===== config.mk =====
export PLATFORM = sky130hd
export DESIGN_NAME = ctr_recovery
export DESIGN_NICKNAME = d
export VERILOG_FILES = /design/src/ctr_pkg.sv /design/src/ctr_recovery.sv
export SDC_FILE = /design/constraint.sdc
export NUM_CORES = 1
export LEC_CHECK = 0
export ABC_AREA = 1
export BUFFER_PORTS_ARGS = -buffer_cell sky130_fd_sc_hd__clkbuf_2
export CAP_MARGIN = 20
export CORE_ASPECT_RATIO = 1.5
export CORE_UTILIZATION = 47
export DETAILED_ROUTE_END_ITERATION = 10
export PLACE_DENSITY_LB_ADDON = 0.15
export SLEW_MARGIN = 15
export SYNTH_ARGS = -nofsm -noshare
export SYNTH_HDL_FRONTEND = slang
export SYNTH_SLANG_ARGS = --single-unit
export TNS_END_PERCENT = 100

===== constraint.sdc =====
create_clock -name clk_in -period 3.32 [get_ports clk_in]
set_input_delay 0.332 -clock clk_in [delete_from_list [all_inputs] [get_ports clk_in]]
set_output_delay 0.332 -clock clk_in [all_outputs]
set_load 0.005 [all_outputs]

===== src/ctr_pkg.sv =====
// Constants and types shared by the control timeout recovery block.
package ctr_pkg;

   // ==========================================================================
   // Timing
   // ==========================================================================
   localparam int unsigned CLK_PERIOD_NS = 40;
   localparam int unsigned TENTH_SEC_NS  = 100_000_000;
   localparam int unsigned TENTH_CYCLES  = TENTH_SEC_NS / CLK_PERIOD_NS;
   localparam int unsigned PRESC_W       = 22;

   // ==========================================================================
   // Supervision interval, in tenths of a second
   // ==========================================================================
   localparam int unsigned IVL_W         = 18;
   localparam logic [17:0] IVL_MIN       = 18'h0000a;
   localparam logic [17:0] IVL_MAX       = 18'h2bf20;
   localparam logic [17:0] IVL_RESET     = 18'h00258;

   // ==========================================================================
   // Timeout action codes
   // ==========================================================================
   localparam int unsigned FUNC_W        = 5;
   localparam logic [4:0]  FUNC_OFF      = 5'h00;
   localparam logic [4:0]  FUNC_SETUP1   = 5'h07;
   localparam logic [4:0]  FUNC_SETUP4   = 5'h0a;

   // ==========================================================================
   // Setting codes and reset values
   // ==========================================================================
   localparam logic       END_HOLD       = 1'h0;
   localparam logic       END_RESUME     = 1'h1;
   localparam logic       END_RESET      = END_RESUME;
   localparam logic       RST_CMD_IDLE   = 1'h0;
   localparam logic       RST_CMD_DO     = 1'h1;
   localparam logic [1:0] DIAG_DISABLE   = 2'h0;
   localparam logic [1:0] DIAG_ALARM_WARN = 2'h2;
   localparam int unsigned PROF_W        = 3;
   localparam logic [2:0] PROF_NATIVE    = 3'h0;
   localparam logic [1:0] SETUP_RESET    = 2'h0;

   // ==========================================================================
   // Types
   // ==========================================================================
   typedef enum logic [2:0] {
      ST_NORMAL  = 3'h1,
      ST_TIMEOUT = 3'h2,
      ST_HOLD    = 3'h4
   } ctr_state_e;

   typedef struct packed {
      logic       fixed;
      logic [1:0] num;
   } ctr_setup_s;

endpackage


===== src/ctr_recovery.sv =====
// Control word supervision with recovery of the setup after a timeout.

// Functional notes
// No control word in interval raises timeout; here supervised_var_in also restarts it.
// Interval 1 to 18000 s, tenths, default 60.
// First valid word after timeout evaluates end action.
// End action applies only to fixed setups.
// Code 0 holds setup with warning until reset; here writing code 1 during the hold also ends it.
// Code 1 resumes earlier setup on valid word.
// Reset command acts only under code 0.
// Reset setting 0 keeps timeout fixed setup.
// Writing 1 restores the original setup.
// Reset setting clears itself after acting.
// Diagnosis trigger takes 0..2, no effect here.
// Profile selects word interpretation, default native; here it is only stored and read back.
// Only profiles valid for slot A accepted.
// Warning drops when original setup restored.
module ctr_recovery #(
   parameter int unsigned TENTH_CYCLES = ctr_pkg::TENTH_CYCLES
) (
   input  wire logic        clk_in,
   input  wire logic        rst_n_in,
   input  wire logic        ctrl_word_valid_in,
   input  wire logic        supervised_var_in,
   input  wire logic        ivl_wr_in,
   input  wire logic [17:0] ivl_data_in,
   input  wire logic [4:0]  timeout_func_in,
   input  wire logic        end_action_wr_in,
   input  wire logic        end_action_data_in,
   input  wire logic        reset_cmd_wr_in,
   input  wire logic        reset_cmd_data_in,
   input  wire logic        diag_wr_in,
   input  wire logic [1:0]  diag_data_in,
   input  wire logic        profile_wr_in,
   input  wire logic [2:0]  profile_data_in,
   input  wire logic [7:0]  slot_a_profile_mask_in,
   input  wire logic [1:0]  user_setup_in,
   output logic             timeout_out,
   output logic             timeout_event_out,
   output logic [4:0]       timeout_action_out,
   output logic [1:0]       active_setup_out,
   output logic             hold_warning_out,
   output logic [17:0]      ivl_out,
   output logic             end_action_out,
   output logic             reset_cmd_out,
   output logic [1:0]       diag_trigger_out,
   output logic [2:0]       profile_out
);

   // ==========================================================================
   // Decoding
   // ==========================================================================
   function automatic logic is_fixed_setup(input logic [4:0] func);
      is_fixed_setup = (func >= ctr_pkg::FUNC_SETUP1) &&
                       (func <= ctr_pkg::FUNC_SETUP4);
   endfunction

   function automatic logic [1:0] setup_of(input logic [4:0] func);
      logic [4:0] offs;
      offs     = func - ctr_pkg::FUNC_SETUP1;
      setup_of = offs[1:0];
   endfunction

   function automatic logic [17:0] clamp_ivl(input logic [17:0] v);
      if (v < ctr_pkg::IVL_MIN) begin
         clamp_ivl = ctr_pkg::IVL_MIN;
      end else if (v > ctr_pkg::IVL_MAX) begin
         clamp_ivl = ctr_pkg::IVL_MAX;
      end else begin
         clamp_ivl = v;
      end
   endfunction

   // ==========================================================================
   // Settings
   // ==========================================================================
   logic [17:0] ivl_ff;
   logic [17:0] nxt_ivl;
   logic        end_action_ff;
   logic        nxt_end_action;
   logic [1:0]  diag_ff;
   logic [1:0]  nxt_diag;
   logic [2:0]  profile_ff;
   logic [2:0]  nxt_profile;

   always_comb begin
      nxt_ivl        = ivl_ff;
      nxt_end_action = end_action_ff;
      nxt_diag       = diag_ff;
      nxt_profile    = profile_ff;
      // Out-of-range intervals are clamped, not refused, so a stray write
      // can never switch supervision off.
      if (ivl_wr_in) begin
         nxt_ivl = clamp_ivl(ivl_data_in);
      end
      if (end_action_wr_in) begin
         nxt_end_action = end_action_data_in;
      end
      // Codes beyond the documented set are dropped so the readback stays
      // legal. The trigger itself drives nothing on this network.
      if (diag_wr_in && (diag_data_in <= ctr_pkg::DIAG_ALARM_WARN)) begin
         nxt_diag = diag_data_in;
      end
      if (profile_wr_in && slot_a_profile_mask_in[profile_data_in]) begin
         nxt_profile = profile_data_in;
      end
   end

   always_ff @(posedge clk_in or negedge rst_n_in) begin
      if (!rst_n_in) begin
         ivl_ff        <= ctr_pkg::IVL_RESET;
         end_action_ff <= ctr_pkg::END_RESET;
         diag_ff       <= ctr_pkg::DIAG_DISABLE;
         profile_ff    <= ctr_pkg::PROF_NATIVE;
      end else begin
         ivl_ff        <= nxt_ivl;
         end_action_ff <= nxt_end_action;
         diag_ff       <= nxt_diag;
         profile_ff    <= nxt_profile;
      end
   end

   // ==========================================================================
   // Supervision timer
   // ==========================================================================
   localparam logic [21:0] PRESC_LAST = 22'(TENTH_CYCLES - 1);

   // The recovery state is declared here since the timer is held at zero outside ST_NORMAL.
   ctr_pkg::ctr_state_e state_ff;
   ctr_pkg::ctr_state_e nxt_state;

   logic [21:0] presc_ff;
   logic [21:0] nxt_presc;
   logic [17:0] tenths_ff;
   logic [17:0] nxt_tenths;
   logic        expire;
   logic        refresh;

   assign refresh = ctrl_word_valid_in | supervised_var_in;

   always_comb begin
      nxt_presc  = presc_ff;
      nxt_tenths = tenths_ff;
      expire     = 1'b0;
      if (refresh || (state_ff != ctr_pkg::ST_NORMAL)) begin
         nxt_presc  = '0;
         nxt_tenths = '0;
      end else if (presc_ff == PRESC_LAST) begin
         nxt_presc = '0;
         if ((tenths_ff + 18'h00001) >= ivl_ff) begin
            expire     = 1'b1;
            nxt_tenths = '0;
         end else begin
            nxt_tenths = tenths_ff + 18'h00001;
         end
      end else begin
         nxt_presc = presc_ff + 22'h000001;
      end
   end

   always_ff @(posedge clk_in or negedge rst_n_in) begin
      if (!rst_n_in) begin
         presc_ff  <= '0;
         tenths_ff <= '0;
      end else begin
         presc_ff  <= nxt_presc;
         tenths_ff <= nxt_tenths;
      end
   end

   // ==========================================================================
   // Recovery state machine
   // ==========================================================================
   ctr_pkg::ctr_setup_s fix_ff;
   ctr_pkg::ctr_setup_s nxt_fix;
   logic [1:0]          setup_ff;
   logic [1:0]          nxt_setup;
   logic                warn_ff;
   logic                nxt_warn;
   logic                rst_cmd_ff;
   logic                nxt_rst_cmd;
   logic                tmo_ff;
   logic                nxt_tmo;
   logic                evt_ff;
   logic                nxt_evt;
   logic [4:0]          act_ff;
   logic [4:0]          nxt_act;
   logic                do_reset;

   // The command is held one cycle so it can be read back before it clears.
   // A write under resume mode is stored and cleared but moves no setup.
   assign do_reset = (rst_cmd_ff == ctr_pkg::RST_CMD_DO) &&
                     (end_action_ff == ctr_pkg::END_HOLD) && fix_ff.fixed;

   always_comb begin
      nxt_state   = state_ff;
      nxt_fix     = fix_ff;
      nxt_setup   = setup_ff;
      nxt_warn    = warn_ff;
      nxt_tmo     = tmo_ff;
      nxt_evt     = 1'b0;
      nxt_act     = act_ff;
      nxt_rst_cmd = ctr_pkg::RST_CMD_IDLE;
      if (reset_cmd_wr_in) begin
         nxt_rst_cmd = reset_cmd_data_in;
      end
      case (state_ff)
         ctr_pkg::ST_NORMAL: begin
            nxt_setup = user_setup_in;
            if (expire) begin
               nxt_state = ctr_pkg::ST_TIMEOUT;
               nxt_tmo   = 1'b1;
               nxt_evt   = 1'b1;
               nxt_act   = timeout_func_in;
               nxt_fix.fixed = is_fixed_setup(timeout_func_in);
               nxt_fix.num   = setup_of(timeout_func_in);
               if (is_fixed_setup(timeout_func_in)) begin
                  nxt_setup = nxt_fix.num;
               end
            end
         end
         ctr_pkg::ST_TIMEOUT: begin
            // A reset taken while still timed out restores the setup at
            // once; the returning word then ends the timeout with no warning.
            if (do_reset) begin
               nxt_fix.fixed = 1'b0;
               nxt_setup     = user_setup_in;
            end
            if (ctrl_word_valid_in) begin
               nxt_tmo = 1'b0;
               nxt_act = ctr_pkg::FUNC_OFF;
               if (!fix_ff.fixed || do_reset) begin
                  nxt_state = ctr_pkg::ST_NORMAL;
                  nxt_setup = user_setup_in;
               end else if (end_action_ff == ctr_pkg::END_RESUME) begin
                  nxt_state = ctr_pkg::ST_NORMAL;
                  nxt_setup = user_setup_in;
               end else begin
                  nxt_state = ctr_pkg::ST_HOLD;
                  nxt_warn  = 1'b1;
               end
            end
         end
         ctr_pkg::ST_HOLD: begin
            if (do_reset) begin
               nxt_state     = ctr_pkg::ST_NORMAL;
               nxt_fix.fixed = 1'b0;
               nxt_setup     = user_setup_in;
               nxt_warn      = 1'b0;
            end else if (end_action_ff == ctr_pkg::END_RESUME) begin
               nxt_state = ctr_pkg::ST_NORMAL;
               nxt_setup = user_setup_in;
               nxt_warn  = 1'b0;
            end else begin
               nxt_setup = fix_ff.num;
            end
         end
         default: begin
            nxt_state = ctr_pkg::ST_NORMAL;
            nxt_warn  = 1'b0;
            nxt_tmo   = 1'b0;
         end
      endcase
   end

   always_ff @(posedge clk_in or negedge rst_n_in) begin
      if (!rst_n_in) begin
         state_ff   <= ctr_pkg::ST_NORMAL;
         fix_ff     <= '0;
         setup_ff   <= ctr_pkg::SETUP_RESET;
         warn_ff    <= 1'b0;
         rst_cmd_ff <= ctr_pkg::RST_CMD_IDLE;
         tmo_ff     <= 1'b0;
         evt_ff     <= 1'b0;
         act_ff     <= ctr_pkg::FUNC_OFF;
      end else begin
         state_ff   <= nxt_state;
         fix_ff     <= nxt_fix;
         setup_ff   <= nxt_setup;
         warn_ff    <= nxt_warn;
         rst_cmd_ff <= nxt_rst_cmd;
         tmo_ff     <= nxt_tmo;
         evt_ff     <= nxt_evt;
         act_ff     <= nxt_act;
      end
   end

   // ==========================================================================
   // Outputs
   // ==========================================================================
   assign timeout_out        = tmo_ff;
   assign timeout_event_out  = evt_ff;
   assign timeout_action_out = act_ff;
   assign active_setup_out   = setup_ff;
   assign hold_warning_out   = warn_ff;
   assign ivl_out            = ivl_ff;
   assign end_action_out     = end_action_ff;
   assign reset_cmd_out      = rst_cmd_ff;
   assign diag_trigger_out   = diag_ff;
   assign profile_out        = profile_ff;

endmodule


==> metrics.yaml <==
synthesis:
  syn-num-nets: 691
  yosys.area.top_type: "dfrtp_1"
  synth_seq_cells: 81
  synth_area_um2: 4760
  synth.distinct_cells: 41
  ys_seq_area_share_pct: 42.7
  syn_area_per_cell_um2: 7.68
  synth_top_area_share_pct: 39.4
  syn_inst: 620
  synth_warnings: 0
  ys_top_cells_by_area: "dfrtp_1, nand2_1, inv_1, ha_1, nor2_1"
setup_path:
  cp-endpoint: "timeout_action_out[3]$_DFFE_PN0P_"
  start_kind: "flip-flop"
  startpoint: "tenths_ff[0]$_DFFE_PN0P_"
  required_ns: 3.55
  crit_type: "reg -> reg"
  critPathMaxStageDelay_ns: 0.41
  reg2regPathDepth: 21
  worstPathMaxFanout: 9
  reg2reg_from: "tenths_ff[0]$_DFFE_PN0P_"
  crit_path_frequent_cell: "nand2_1"
  r2r-end: "timeout_action_out[3]$_DFFE_PN0P_"
  ff2ff_setup_slack_ns: 0.24
  endpoint_kind: "flip-flop"
  cp_slowest_cell: "dfrtp_1"
  critPathArrivalTime_ns: 3.31
  crit_chain: "ha_2 > nand3_1 > nor2_2 > nand2_2 > nor2_4 > nand2_2 > nor2_4 > nand3_2 > xnor2_2 > ha_1 > nand2_1 > nor2_2 > inv_1 > nor3_1 > nand2_1 > nand3_4 > nand2_4 > nand2_4 > nand3_4 > nand2_1 > o21ai_1"
timing:
  hold_viol: 0
  worst_slew_pin_slew_ns: 0.751
  slew_headroom_pct: 49.9
  finalClockSkew_ns: 0.00938
  slew_viol_final: 0
  hold_ws_ns: 0.162
  finalCritPeriodShare_pct: 92.8
  fin_ws_ns: 0.239
  setup_viol: 0
  fin_tns_setup_ns: 0
  max_freq_ghz: 0.325
  period_needed_ns: 3.08
run_status:
  run_status: "finished, violations left"
  violations: "DRC"
job:
  maxCapViolCount: 0
final_layout:
  areaGrowthSynthToFinish_pct: 19.6
  final_util_pct: 58.5
  fin_cells: 829
  fin_nets: 780
  fillers: 899
  n_antenna_cell: 0
  finalInstanceArea_um2: 5700
  drive_above_1_share_pct: 20.3
clock_tree:
  clock_latency_ns: 0.35
  clkTransAtPathRegs_ns: 0.06
  cts_made_buffers: 9
  htree_levels: 3
  cts_root_buffer: "clkbuf_16"
  clockBufferDepth: 2
  tritoncts: "yes"
  clock_sinks: 81
pwr:
  p_leak_nw: 3.05
  powerDensity_nw_per_um2: 413
  ir_drop_v: 0.000273
  power_mw: 2.36
placed_design:
  placed_cells: 810
  place.gp.congestion: 0.837
  dp_hpwl_um: 8180
  dpl-instance-area_um2: 5290
  dp_slack_ns: 0.0317
  portBuffers: 83
die:
  die_area_um2: 10600
  io_pins: 84
  start_util_pct: 48.9
  die_h_um: 125
  core.rowCount: 44
  fp.dieW_um: 84.2
  core_um2: 9740
grt:
  grt_pass1_wl_um: 18700
  grt_max_degree: 82
  grt.overflow.total: 0
  antenna_found_initial: 0
  grt_usage_pct: 22.4
  grt_pass1_vias: 4297
drt:
  ant_nets: 0
  wl_per_cell_um: 13.3
  firstDrtPassIters: 7
  drc: 2
  wl_um: 11100
  viasPerCell: 5.17
  drt_iter0_drc: 245
  via_count: 4285
hold_path:
  hp-class: "in -> reg"
repair_timing:
item                                    CTS  global route
endpoints found under the setup margin    2            30
gates cloned                              0             0
pin swaps                                 0             2
hold buffers                              0             1
endpoints found under the hold margin     0            30
buffers inserted                          0             1
gates resized for setup                   2            11
power breakdown:
part,switching (mW),internal (mW),total [mW]
combinational,0.147,0.0960,0.243
clock,0.397,0.664,1.06
sequential,0.0227,1.03,1.05
total,0.567,1.79,2.36
registers in the layout, indices dropped and copies added, names as in the netlist, 3 cells and up:
name	cells
fix_ff	3
ivl_out	18
presc_ff	22
profile_out	3
state_ff	3
tenths_ff	18
timeout_action_out	5
critical path: cells and delay by family (launching register included):
kind                     cells  cell delay [ns]
AO/OA/AOI/OAI                1             0.06
flip-flops                   1             0.41
buffers and inverters        1             0.07
adder cells (fa/ha/maj)      2             0.48
AND/OR/NAND/NOR             16             1.77
XOR/XNOR                     1             0.16
layer usage:
layer | vias up | track usage [%] | share of wire, %
li1 | 2173 | - | -
met1 | 1991 | 25.2 | 42
met2 | 100 | 40.5 | 53
met3 | 21 | 3.50 | 3.3
met4 | 0 | 11.7 | 2.3
met5 | - | 0 | 0
layout by cell type, fill, tap and decap left out, types with 6 or more instances in the layout:
cell type / netlist / routed
a21oi_1: 26 / 26
clkbuf_16: 0 / 9
clkbuf_2: 0 / 82
dfrtp_1: 75 / 75
dfstp_2: 6 / 6
ha_1: 22 / 21
inv_1: 95 / 94
nand2_1: 135 / 133
nand2_2: 6 / 7
nand3_1: 40 / 38
nand4_1: 6 / 6
nor2_1: 73 / 71
nor3_1: 13 / 12
o21ai_0: 49 / 49
o21ai_1: 8 / 8
xor2_1: 15 / 15
Yosys cell counts (all sizes together):
library cell and number:
nand2 142, inv 97, nor2 81, dfrtp 75
o21ai 58, nand3 43, a21oi 26, ha 22
nor3 17, xor2 15, nand4 7, buf 6
dfstp 6, o22ai 4, clkbuf 3, nor4 3
and3 2, nand3b 2, o211ai 2, xnor2 2
a21o 1, a2bb2oi 1, mux2 1, nor4b 1
o32a 1, o41ai 1, or2 1
area by class of cell:
cell class / count / area, um^2 / share of cell area (%)
Multi-Input combinational cell: 433 / 2370 / 41.5
Tap cell: 115 / 144 / 2.52
Clock buffer: 14 / 284 / 4.98
Clock inverter: 2 / 35.0 / 0.615
Sequential cell: 81 / 2030 / 35.7
Timing Repair Buffer: 87 / 470 / 8.25
Inverter: 97 / 364 / 6.39
logic make-up (layout without fill, tap and decap cells):
family	Yosys count	in the layout	share of synthesized area, %
buffers and inverters	106	200	8.64
and+or+nand+nor	299	299	28.9
muxes	1	1	0.236
AOI/OAI and AO/OA	94	94	10.5
DFF	81	81	42.7
adders and majority gates	22	22	5.78
xor gates and xnor gates	17	17	3.28
worst min-delay path by stage:
stage,from,to,slack [ns],depth (start not counted)
6_report,end_action_wr_in,end_action_out$_DFFE_PN1P_,0.16,2
5_1_grt,end_action_wr_in,end_action_out$_DFFE_PN1P_,0.18,2
4_1_cts,end_action_wr_in,end_action_out$_DFFE_PN1P_,0.15,2
3_5_place_dp,presc_ff[0]$_DFF_PN0_,presc_ff[0]$_DFF_PN0_,0.45,1
3_3_place_gp,presc_ff[0]$_DFF_PN0_,presc_ff[0]$_DFF_PN0_,0.45,1
2_1_floorplan,rst_n_in,active_setup_out[0]$_DFFE_PN0P_,0.04,0
Note: power is estimated with default switching activity, not from simulation.
